<file path="src/shpg_pkg.sv">
// Purpose: Shared constants for the shared-pin general-purpose port
// Assumes: Word-aligned classic Wishbone, 32-bit data, 16-bit registers
// Notes:   Byte address of a register is four times its index

package shpg_pkg;

  localparam int unsigned PIN_COUNT  = 46;
  localparam int unsigned BANK_W     = 16;
  localparam int unsigned NUM_BANKS  = 3;
  localparam int unsigned PAD_W      = BANK_W * NUM_BANKS;
  localparam int unsigned WB_ADR_W   = 20;
  localparam int unsigned WB_IDX_W   = 18;
  localparam int unsigned WB_DAT_W   = 32;
  localparam int unsigned WB_SEL_W   = 4;

  // Register indices; bank n occupies three consecutive indices
  localparam logic [17:0] IDX_ENABLE_LOW     = 18'h04400;
  localparam logic [17:0] IDX_DIRECTION_LOW  = 18'h04401;
  localparam logic [17:0] IDX_VALUE_LOW      = 18'h04402;
  localparam logic [17:0] IDX_BANK_STRIDE    = 18'h00003;
  localparam logic [17:0] IDX_BUS_SELECT     = 18'h04410;

  // Field positions
  localparam int unsigned MUX_MODE_BIT       = 0;

  // Reset values
  localparam logic [15:0] RST_ENABLE         = 16'h0000;
  localparam logic [15:0] RST_DIRECTION      = 16'h0000;
  localparam logic [15:0] RST_VALUE          = 16'h0000;
  localparam logic        RST_MUX_MODE       = 1'b0;

  // Pin groups in general-purpose numbering
  localparam int unsigned ADDR_PIN_LO        = 0;
  localparam int unsigned DATA_PIN_LO        = 4;
  localparam int unsigned CTRL_PIN_LO        = 20;
  localparam int unsigned HOST_DATA_PIN_LO   = 36;
  localparam int unsigned HOST_CTRL0_PIN     = 44;
  localparam int unsigned HOST_CTRL1_PIN     = 45;

endpackage

</file>
<file path="src/shpg_bank_if.sv">
// Purpose: Carries one register bank between decoder and bank storage
// Assumes: Strobes are one-cycle pulses from the bus decoder
// Notes:   W is the number of pins the bank really serves

`timescale 1ns/1ns

interface shpg_bank_if #(
  parameter int unsigned W = 16
);
  logic          wr_enable;
  logic          wr_direction;
  logic          wr_value;
  logic [1:0]    be;
  logic [15:0]   wdata;
  logic [W-1:0]  enable;
  logic [W-1:0]  direction;
  logic [W-1:0]  value;

  modport bank (
    input  wr_enable,
    input  wr_direction,
    input  wr_value,
    input  be,
    input  wdata,
    output enable,
    output direction,
    output value
  );

  modport ctrl (
    output wr_enable,
    output wr_direction,
    output wr_value,
    output be,
    output wdata,
    input  enable,
    input  direction,
    input  value
  );
endinterface

</file>
<file path="src/shpg_pin_bank.sv">
// Purpose: Enable, direction and output-value storage for one pin bank
// Assumes: Byte lane 0 covers bits 7-0, lane 1 bits 15-8
// Notes:   Bits above W are not stored and read as zero upstream

`timescale 1ns/1ns

module shpg_pin_bank #(
  parameter int unsigned W = 16
) (
  input  wire logic clk_i,
  input  wire logic rst_i,
  shpg_bank_if.bank b
);
  import shpg_pkg::*;

  logic [W-1:0] enable;
  logic [W-1:0] direction;
  logic [W-1:0] value;
  logic [W-1:0] next_enable;
  logic [W-1:0] next_direction;
  logic [W-1:0] next_value;
  logic [W-1:0] mask;

  always_comb begin
    next_enable    = enable;
    next_direction = direction;
    next_value     = value;
    for (int k = 0; k < W; k++) begin
      mask[k] = b.be[k / 8];
    end
    if (b.wr_enable) begin
      next_enable = (enable & ~mask) | (b.wdata[W-1:0] & mask);
    end
    if (b.wr_direction) begin
      next_direction = (direction & ~mask) | (b.wdata[W-1:0] & mask);
    end
    if (b.wr_value) begin
      // Stored even while an input, so it is ready when turned to output
      next_value = (value & ~mask) | (b.wdata[W-1:0] & mask);
    end
  end

  always_ff @(posedge clk_i) begin
    if (rst_i) begin
      enable    <= RST_ENABLE[W-1:0];
      direction <= RST_DIRECTION[W-1:0];
      value     <= RST_VALUE[W-1:0];
    end else begin
      enable    <= next_enable;
      direction <= next_direction;
      value     <= next_value;
    end
  end

  assign b.enable    = enable;
  assign b.direction = direction;
  assign b.value     = value;

endmodule

</file>
<file path="src/shpg_port.sv">
// Purpose: General-purpose control of 46 pins shared with memory and host ports
// Assumes: Classic Wishbone slave, one clock, synchronous active-high reset
// Notes:   Mux mode set hands every shared pin to its interface function
//
// How it works
// - Pins act as general-purpose only while mux mode bit is zero.
// - Mux mode one routes pins to memory and host interface functions.
// - Mux mode wins over any enable bit.
// - Address pins are bits 3-0, upper data pins bits 19-4.
// - Control pins C0..C15 are bits 20..35 ascending.
// - Host data bits 43-36, host control 0 bit 44, control 1 bit 45.
// - Three banks hold enable, direction and data, one bit per pin.
// - Enable gates the driver; direction chooses driven or sampled data.
// - Data bits hold the driven value or the sampled pin level.
// - Enable and direction both one drives the data bit onto the pin.
// - Enable and direction both zero makes data reads return the pin.
// - Enable low register at index 4400, sixteen bits, resets to zero.
// - Enable bit zero never drives the pin while mux mode is zero.
// - Direction low register has sixteen bits resetting to zero, inputs.
// - Direction low register sits at index 4401.
// - After reset data bits read back the live pin level.

`timescale 1ns/1ns

module shpg_port (
  input  wire logic                            clk_i,
  input  wire logic                            rst_i,
  input  wire logic                            wb_cyc_i,
  input  wire logic                            wb_stb_i,
  input  wire logic                            wb_we_i,
  input  wire logic [shpg_pkg::WB_ADR_W-1:0]   wb_adr_i,
  input  wire logic [shpg_pkg::WB_SEL_W-1:0]   wb_sel_i,
  input  wire logic [shpg_pkg::WB_DAT_W-1:0]   wb_dat_i,
  output logic      [shpg_pkg::WB_DAT_W-1:0]   wb_dat_o,
  output logic                                 wb_ack_o,
  input  wire logic [shpg_pkg::PIN_COUNT-1:0]  pin_i,
  output logic      [shpg_pkg::PIN_COUNT-1:0]  pin_o,
  output logic      [shpg_pkg::PIN_COUNT-1:0]  pin_oe_o,
  input  wire logic [shpg_pkg::PIN_COUNT-1:0]  func_out_i,
  input  wire logic [shpg_pkg::PIN_COUNT-1:0]  func_oe_i,
  output logic      [shpg_pkg::PIN_COUNT-1:0]  func_in_o,
  output logic                                 mux_mode_o
);
  import shpg_pkg::*;

  logic [WB_IDX_W-1:0]  idx;
  logic                 req;
  logic                 wr_req;

  logic                 ack;
  logic                 next_ack;
  logic [WB_DAT_W-1:0]  rdata;
  logic [WB_DAT_W-1:0]  next_rdata;

  logic                 mux_mode;
  logic                 next_mux_mode;

  logic [PIN_COUNT-1:0] pin_meta;
  logic [PIN_COUNT-1:0] pin_sync;
  logic [PIN_COUNT-1:0] next_pin_meta;
  logic [PIN_COUNT-1:0] next_pin_sync;

  logic [PIN_COUNT-1:0] pin_out;
  logic [PIN_COUNT-1:0] pin_oe;
  logic [PIN_COUNT-1:0] next_pin_out;
  logic [PIN_COUNT-1:0] next_pin_oe;

  logic [PIN_COUNT-1:0] enable_all;
  logic [PIN_COUNT-1:0] direction_all;
  logic [PIN_COUNT-1:0] value_all;
  logic [PAD_W-1:0]     enable_pad;
  logic [PAD_W-1:0]     direction_pad;
  logic [PAD_W-1:0]     readback_pad;

  logic [NUM_BANKS-1:0] hit_enable;
  logic [NUM_BANKS-1:0] hit_direction;
  logic [NUM_BANKS-1:0] hit_value;
  logic                 hit_select;

  assign idx    = wb_adr_i[WB_ADR_W-1:2];
  // New request only while no answer is standing, so each access acts once
  assign req    = wb_cyc_i & wb_stb_i & ~ack;
  assign wr_req = req & wb_we_i;

  // Address decode for all banks
  always_comb begin
    for (int n = 0; n < NUM_BANKS; n++) begin
      hit_enable[n]    = (idx == IDX_ENABLE_LOW + IDX_BANK_STRIDE * n[17:0]);
      hit_direction[n] = (idx == IDX_DIRECTION_LOW + IDX_BANK_STRIDE * n[17:0]);
      hit_value[n]     = (idx == IDX_VALUE_LOW + IDX_BANK_STRIDE * n[17:0]);
    end
    hit_select = (idx == IDX_BUS_SELECT);
  end

  genvar g;
  generate
    for (g = 0; g < NUM_BANKS; g++) begin : gen_bank
      localparam int unsigned BW = (g == NUM_BANKS - 1) ? PIN_COUNT - BANK_W * g : BANK_W;
      shpg_bank_if #(.W(BW)) bif ();

      assign bif.wr_enable    = wr_req & hit_enable[g];
      assign bif.wr_direction = wr_req & hit_direction[g];
      assign bif.wr_value     = wr_req & hit_value[g];
      assign bif.be           = wb_sel_i[1:0];
      assign bif.wdata        = wb_dat_i[15:0];

      assign enable_all[BANK_W*g +: BW]    = bif.enable;
      assign direction_all[BANK_W*g +: BW] = bif.direction;
      assign value_all[BANK_W*g +: BW]     = bif.value;

      shpg_pin_bank #(.W(BW)) u_bank (
        .clk_i (clk_i),
        .rst_i (rst_i),
        .b     (bif)
      );
    end
  endgenerate

  // Readback: stored value for outputs, synchronised pin level for inputs
  always_comb begin
    enable_pad    = '0;
    direction_pad = '0;
    readback_pad  = '0;
    enable_pad[PIN_COUNT-1:0]    = enable_all;
    direction_pad[PIN_COUNT-1:0] = direction_all;
    for (int i = 0; i < PIN_COUNT; i++) begin
      readback_pad[i] = direction_all[i] ? value_all[i] : pin_sync[i];
    end
  end

  // Bus answer and register reads
  always_comb begin
    next_ack      = req;
    next_rdata    = rdata;
    next_mux_mode = mux_mode;
    if (req) begin
      next_rdata = '0;
      for (int n = 0; n < NUM_BANKS; n++) begin
        if (hit_enable[n]) begin
          next_rdata[15:0] = enable_pad[BANK_W*n +: BANK_W];
        end
        if (hit_direction[n]) begin
          next_rdata[15:0] = direction_pad[BANK_W*n +: BANK_W];
        end
        if (hit_value[n]) begin
          next_rdata[15:0] = readback_pad[BANK_W*n +: BANK_W];
        end
      end
      if (hit_select) begin
        next_rdata[MUX_MODE_BIT] = mux_mode;
      end
      if (wr_req && hit_select && wb_sel_i[0]) begin
        next_mux_mode = wb_dat_i[MUX_MODE_BIT];
      end
    end
  end

  always_ff @(posedge clk_i) begin
    if (rst_i) begin
      ack      <= 1'b0;
      rdata    <= '0;
      mux_mode <= RST_MUX_MODE;
    end else begin
      ack      <= next_ack;
      rdata    <= next_rdata;
      mux_mode <= next_mux_mode;
    end
  end

  // Two-stage synchroniser; first stage feeds only the second
  always_comb begin
    next_pin_meta = pin_i;
    next_pin_sync = pin_meta;
  end

  always_ff @(posedge clk_i) begin
    if (rst_i) begin
      pin_meta <= '0;
      pin_sync <= '0;
    end else begin
      pin_meta <= next_pin_meta;
      pin_sync <= next_pin_sync;
    end
  end

  // Pin ownership; numbering already matches the pin order of each group
  // An enabled pin with direction low still drives its stored bit
  always_comb begin
    for (int i = 0; i < PIN_COUNT; i++) begin
      if (mux_mode) begin
        next_pin_out[i] = func_out_i[i];
        next_pin_oe[i]  = func_oe_i[i];
      end else begin
        next_pin_out[i] = value_all[i];
        next_pin_oe[i]  = enable_all[i];
      end
    end
  end

  always_ff @(posedge clk_i) begin
    if (rst_i) begin
      pin_out <= '0;
      pin_oe  <= '0;
    end else begin
      pin_out <= next_pin_out;
      pin_oe  <= next_pin_oe;
    end
  end

  assign wb_ack_o   = ack;
  assign wb_dat_o   = rdata;
  assign pin_o      = pin_out;
  assign pin_oe_o   = pin_oe;
  assign func_in_o  = pin_sync;
  assign mux_mode_o = mux_mode;

endmodule

</file>
<file path="config.mk">
export PLATFORM = sky130hd
export DESIGN_NAME = shpg_port
export DESIGN_NICKNAME = d
export VERILOG_FILES = /design/src/shpg_pkg.sv /design/src/shpg_bank_if.sv /design/src/shpg_pin_bank.sv /design/src/shpg_port.sv
export SDC_FILE = /design/constraint.sdc
export NUM_CORES = 1
export LEC_CHECK = 0
export ABC_AREA = 1
export ABC_CLOCK_PERIOD_IN_PS = 1800
export BUFFER_PORTS_ARGS = -buffer_cell sky130_fd_sc_hd__buf_2
export CORE_MARGIN = 1
export CORE_UTILIZATION = 52
export CTS_CLUSTER_DIAMETER = 80
export DETAILED_ROUTE_END_ITERATION = 8
export GPL_ROUTABILITY_DRIVEN = 0
export PLACE_DENSITY = 0.8
export SLEW_MARGIN = 10
export SYNTH_ARGS = -nofsm -noshare
export SYNTH_HDL_FRONTEND = slang
export SYNTH_SLANG_ARGS = --single-unit
export TNS_END_PERCENT = 10
</file>
<file path="constraint.sdc">
create_clock -name clk_i -period 1.8 [get_ports clk_i]
set_input_delay 0.09 -clock clk_i [delete_from_list [all_inputs] [get_ports clk_i]]
set_output_delay 0.09 -clock clk_i [all_outputs]
set_load 0.02 [all_outputs]
</file>
==> impl_metrics.toml, run 1 <==
[run_status]
status = "finished clean"

[setup_path]
crit_family = "simple AND/OR/NAND/NOR gates"
required_ns = 2.21
crit_fanout = 16
path_class = "flip-flop to flip-flop"
cp_cell_sequence = "nor2_4, nand2_1, inv_2, nand2_8, nor3_4, buf_12, nor2_1, a211oi_1"
cp-end-kind = "flip-flop"
path_buf_inv = 2
crit_arrival_ns = 2.08
cp_slowest_cell = "dfxtp_1"
worst_setup_path_start_kind = "flip-flop"
worst_path_largest_cell_delay_ns = 0.33

[cells_and_area]
insertedDiodeCount = 0
fin_nets = 2286
syn_to_final_growth_pct = 35.0
finish.utilization_pct = 72.0
drive_gt1_share_pct = 24.9

[logic_synthesis]
ys_seq_area_share_pct = 50.6
post-synth-top-area-fraction_pct = 50.6
netlist_area_sq_um = 13500
netlist_instances = 1626
yosys-top-cells-area = "dfxtp_1 51%, nor2_1 7.7%, a211oi_1 7.5%, nand2_1 7.2%, a21oi_1 5.1%"
ys.flop_type = "dfxtp_1"
synth_seq_cells = 340
yosys_warnings = 0
yosys.area.top_type = "dfxtp_1"
synth_most_common_cell = "dfxtp_1"
synth_cell_types = 39
async_flop_share_pct = 0
synth.top_cells.by_count = "340 x dfxtp_1, 276 x nor2_1, 258 x nand2_1, 136 x a21oi_1, 135 x a211oi_1"
synth_edf_count = 0
avgSynthCellArea_sq_um = 8.28

[placement]
place_ws_ns = -0.0663
numPortBuffers = 334
dp_hpwl_mm = 30.1

[floorplan]
die_h_um = 163
die_w_um = 163
dieArea_sq_um = 26500
start_util_pct = 53.3
core_sq_um = 25300
pin_count = 371
num_rows = 58

[power_and_ir_drop]
peakVddDrop_v = 0.000889
powerDensity_nw_per_um2 = 900
leakagePower_nw = 7.65

[clocking]
h-tree-depth = 2
clkTransAtPathRegs_ns = 0.06
clock_latency_ns = 0.51
root_buffer = "clkbuf_16"
tritoncts = "yes"
cts_buffers = 36
numClockSinks = 340
cts_buffer_depth = 3

[timing]
grt_setup_unrepaired = "no"
fin_crit_ns = 1.68
timing.slew.headroom_pct = 56.5
setup_violations = 0
fmax_mhz = 597
worst_pin_slew_ns = 0.649
hold_violations = 0
finalClockSkew_ns = 0.0115
timing.hold.ws_ns = 0.0233
min_period_over_period_pct = 93.1
slew_violations = 0
layout_setup_ws_ns = 0.124

[routing]
dr_total_vias = 13238
viasPerCell = 5.42
first_iter_violations = 1354
wire_per_inst_um = 18.8
drt-total-wl_mm = 45.8
dr.pass1.iters = 6
drc_errors = 0
drtAntennaViolNets = 0

[global_routing]
grt_util_all_layers_pct = 33.7
grt_pass1_vias = 12471
grt_first_pass_wirelength_mm = 68.3
grt_overflow = 0
grt_max_degree = 84
antenna_found_initial = 0

[worst_hold_path]
hold_path_class = "input pin to flip-flop"

[run]
drv_cap = 0
[area by class of cell]
class                      instances  area [sq um]
clock inverter                    11           140
multi-input combinational       1039          5560
sequential                       340          6810
tap                              330           413
clock buffer                      52          1080
timing repair buffer             518          3590
inverter                         152           581
fill                            1816          7080
[layer usage]
layer | share of wire, % | global-route usage, %
met4 | 4.4 | 16.2
met5 | 0 | 0
met1 | 40 | 42.1
met2 | 47 | 56.3
met3 | 9.2 | 5.76
[logic make-up after synthesis]
kind of cell    Yosys count  share of synthesized area, %
compound gates          315                          15.3
buf+inv                 262                          8.73
flops                   340                          50.6
mux                      26                          1.98
other cells               1                        0.0279
simple gates            682                          23.4
[per-stage QoR]
step | instances | power [mW] | area, sq um | TNS [ns]
after global placement | 2234 | 8.64 | 15500 | -0.00964
after detailed placement | 2234 | 8.65 | 15500 | -0.559
after floorplan | 1641 | 8.26 | 13500 | 0
after global routing | 2442 | 16.8 | 18200 | 0
after CTS | 2437 | 16.4 | 18100 | 0
final | 2442 | 16.3 | 18200 | 0
[power breakdown]
group	total, mW	switching (mW)	internal, mW
combinational	1.09	0.627	0.460
sequential	7.68	0.0572	7.62
clock	7.58	2.97	4.61
total	16.3	3.65	12.7
[layout by cell type (no fill, tap or decap), drive strengths merged]
cell,n
bufinv,3
nor2,305
conb,16
clkinv,23
o21ai,13
or2,1
nor3,15
dfxtp,340
mux2i,21
buf,380
a211oi,150
nand2,268
nand3,28
o22ai,2
o211ai,14
a21oi,136
dlygate4sd3,138
inv,137
nor3b,2
nand4,63
clkbuf,52
mux2,5
[final timing paths]
path / startpoint / endpoint / slack [ns] / cells after the start
worst max register to register: wb_ack_o$_SDFF_PP0_ / flip-flop / 0.12 / 8
worst min register to register: next_pin_sync[32]$_SDFF_PP0_ / func_in_o[32]$_SDFF_PP0_ / 0.40 / 2
worst min-delay path: rst_i / func_in_o[45]$_SDFF_PP0_ / 0.02 / 2
worst max-delay path: wb_ack_o$_SDFF_PP0_ / flip-flop / 0.12 / 8
[what timing repair did]
action / 4_1_cts / 5_1_grt
hold buffers: 138 / 0
pin swaps: 1 / 5
setup endpoints to repair: 1 / 42
endpoints found under the hold margin: 138 / 0
gates resized for setup: 0 / 4
setup buffers: 2 / 5
cloned: 0 / 0
Power figures use the tool's default switching activity.
==> inputs of run 2 (changes only) <==
BUFFER_PORTS_ARGS = -buffer_cell sky130_fd_sc_hd__buf_4   (was -buffer_cell sky130_fd_sc_hd__buf_2)
CELL_PAD_IN_SITES_DETAIL_PLACEMENT = 0   (was default)
CELL_PAD_IN_SITES_GLOBAL_PLACEMENT = 1   (was default)
CORE_UTILIZATION = 37   (was 52)
PLACE_DENSITY = 0.81   (was 0.8)
SYNTH_HIERARCHICAL = 1   (was default)
==> run 2 against run 1 <==
Effect of this change:
- final area rose by 12%
- register-to-register slack worse by 0.02 ns
- sequential power about the same
- via count is 6.9% higher
- critical path type unchanged
- highest routed layer is now met5
- non-clock buffer count grew 49
- routed wire length grew 6.5%
- first-iteration DRC count shrank 36%
- critical path depth increased by 2
- clock power increased by 5.5%
- count of clock-buffer cells in the layout grew 8
- final cell count is 27% higher
- largest cell class unchanged
==> impl_metrics.toml, run 2 <==
[logic_synthesis]
post-synth-top-area-fraction_pct = 48.4
async_flop_share_pct = 0
yosys-top-cells-area = "dfxtp_1 48%, nand2_1 16%, nor2_1 12%, inv_1 7.1%, a21oi_1 3.6%"
yosys.area.top_type = "dfxtp_1"
yosys_warnings = 6
ys_seq_area_share_pct = 48.4
synth_seq_cells = 340
synth_edf_count = 0
netlist_instances = 2039
synth.top_cells.by_count = "595 x nand2_1, 444 x nor2_1, 340 x dfxtp_1, 267 x inv_1, 101 x a21oi_1"
synth_cell_types = 33
netlist_area_sq_um = 14100
avgSynthCellArea_sq_um = 6.90
synth_most_common_cell = "nand2_1"
ys.flop_type = "dfxtp_1"

[timing]
slew_violations = 0
setup_tns_ns = 0
hold_violations = 0
finalClockSkew_ns = 0.0163
fin_crit_ns = 1.70
grt_setup_unrepaired = "no"
setup_violations = 0
min_period_over_period_pct = 94.3
fmax_mhz = 589
timing.hold.ws_ns = 0.0320
timing.slew.headroom_pct = 60.5
worst_pin_slew_ns = 0.592

[clocking]
tritoncts = "yes"
clock_latency_ns = 0.55
cts_buffers = 38
cts_buffer_depth = 3
h-tree-depth = 2
numClockSinks = 340
root_buffer = "clkbuf_16"
clkTransAtPathRegs_ns = 0.06

[cells_and_area]
syn_to_final_growth_pct = 44.3
drive_gt1_share_pct = 20.0
final_cell_mix = "594 x nand2_1, 444 x nor2_1, 394 x buf_4"
final_common_cell = "nand2_1"
stdcell_count = 3097
fin_nets = 2755
fillers = 3517
finish.utilization_pct = 54.1

[setup_path]
cp-end-kind = "flip-flop"
crit_arrival_ns = 2.10
path_class = "flip-flop to flip-flop"
worst_setup_path_start_kind = "flip-flop"
crit_fanout = 3
required_ns = 2.21

[power_and_ir_drop]
intPower_mw = 13.1
power_switching_mw = 3.76
p_sw_share_pct = 22.3
peakVddDrop_v = 0.000655
leakagePower_nw = 9.60
power.total_mw = 16.9
power_frac_comb_pct = 7.1
powerDensity_nw_per_um2 = 831
power_frac_seq_pct = 45.5
clockPowerShare_pct = 47.4

[floorplan]
num_rows = 71
dieArea_sq_um = 38800
die_w_um = 197
core_sq_um = 37600
die_h_um = 197
start_util_pct = 37.4
pin_count = 371

[routing]
viasPerCell = 4.57
drtAntennaViolNets = 0
first_iter_violations = 862
wire_per_inst_um = 15.8
dr.pass1.iters = 5
drt-total-wl_mm = 48.8
dr_total_vias = 14157
drc_errors = 0

[global_routing]
grt.busiest_layer = "met2"
grtUsageMet2_pct = 40.6
met3_usage_pct = 4.92
grt_first_pass_wirelength_mm = 73.7
grt_max_degree = 105
grt_overflow = 0
antenna_found_initial = 4
grt_pass1_vias = 13503
met1_usage_pct = 32.1
grt_util_all_layers_pct = 24.9

[placement]
dp_hpwl_mm = 34.2
placed_cells_incl_taps = 2870
numPortBuffers = 334

[worst_hold_path]
hold_path_class = "input pin to flip-flop"

[run]
drv_cap = 0

[run_status]
status = "finished clean"
## run 2: changes by cell type in the layout (fill, tap and decap cells not counted), sizes merged, moves of 30 or more
cell,before,now
buf,380,410
inv,137,279
a211oi,150,15
nand4,63,33
nor2,305,457
nand2,268,600
## run 2: through the flow
stage,instance area (sq um),setup slack (ns)
3_3_place_gp,17400,-0.157
3_5_place_dp,17400,-0.199
5_1_grt,20300,0.0271
2_1_floorplan,14100,0.0331
4_1_cts,20300,0.0936
6_report,20300,0.103
## run 2: area by class of cell
class                           count  area (sq um)  share of cell area [%]
Clock inverter                      8           118                   0.579
Timing Repair Buffer              567          4840                    23.8
Tap cell                          511           639                    3.15
Multi-Input combinational cell   1327          5670                    27.9
Antenna cell                        2          5.00                  0.0246
Inverter                          282          1060                    5.22
Clock buffer                       60          1170                    5.75
Sequential cell                   340          6810                    33.5
## run 2: power groups by stage
stage / Clock, mW / Sequential (mW) / Combinational, mW
after global placement: 0 / 7.84 / 0.912
after CTS: 8.17 / 7.68 / 1.20
after global routing: 8.45 / 7.68 / 1.29
after floorplan: 0 / 7.87 / 0.310
after detailed placement: 0 / 7.84 / 0.918
final: 8.00 / 7.68 / 1.20
## run 2: cells by family after synthesis
group / count (synthesis) / synth area share (%)
mux: 20 / 1.45
compound gates: 157 / 6.41
other cells: 1 / 0.0266
simple gates: 1134 / 32.0
buf+inv: 387 / 11.8
flops: 340 / 48.4
## run 2: path summary, 6_finish.rpt
path	from	to	slack, ns	cells after the start
max	flip-flop	wb_dat_o[9]$_SDFFE_PP0P_	0.10	10
min	wb_adr_i[18]	mux_mode_o$_SDFFE_PP0P_	0.03	5
max reg2reg	flip-flop	wb_dat_o[9]$_SDFFE_PP0P_	0.10	10
min reg2reg	next_pin_sync[37]$_SDFF_PP0_	func_in_o[37]$_SDFF_PP0_	0.39	2
## run 2: timing repair
action                     CTS  global route
setup buffers                0             0
hold endpoints to repair   283             0
resized for setup            0             2
setup endpoints to repair    0             8
hold buffers               157             0
## run 2: metal layers
metal | share of wire, % | vias up
li1 | - | 7149
met5 | 0.049 | -
met1 | 44 | 6479
met3 | 6.9 | 87
met4 | 3.5 | 4
met2 | 45 | 438
## run 2: worst max-delay path: stages, from the launching register on
cell,delay (ns)
dfxtp_1,0.35
inv_1,0.06
nand2_1,0.05
a21oi_1,0.06
nor2_1,0.23
buf_4,0.17
nand3_1,0.08
nor2_1,0.28
nand4_1,0.13
nand2_1,0.10
a21oi_2,0.05
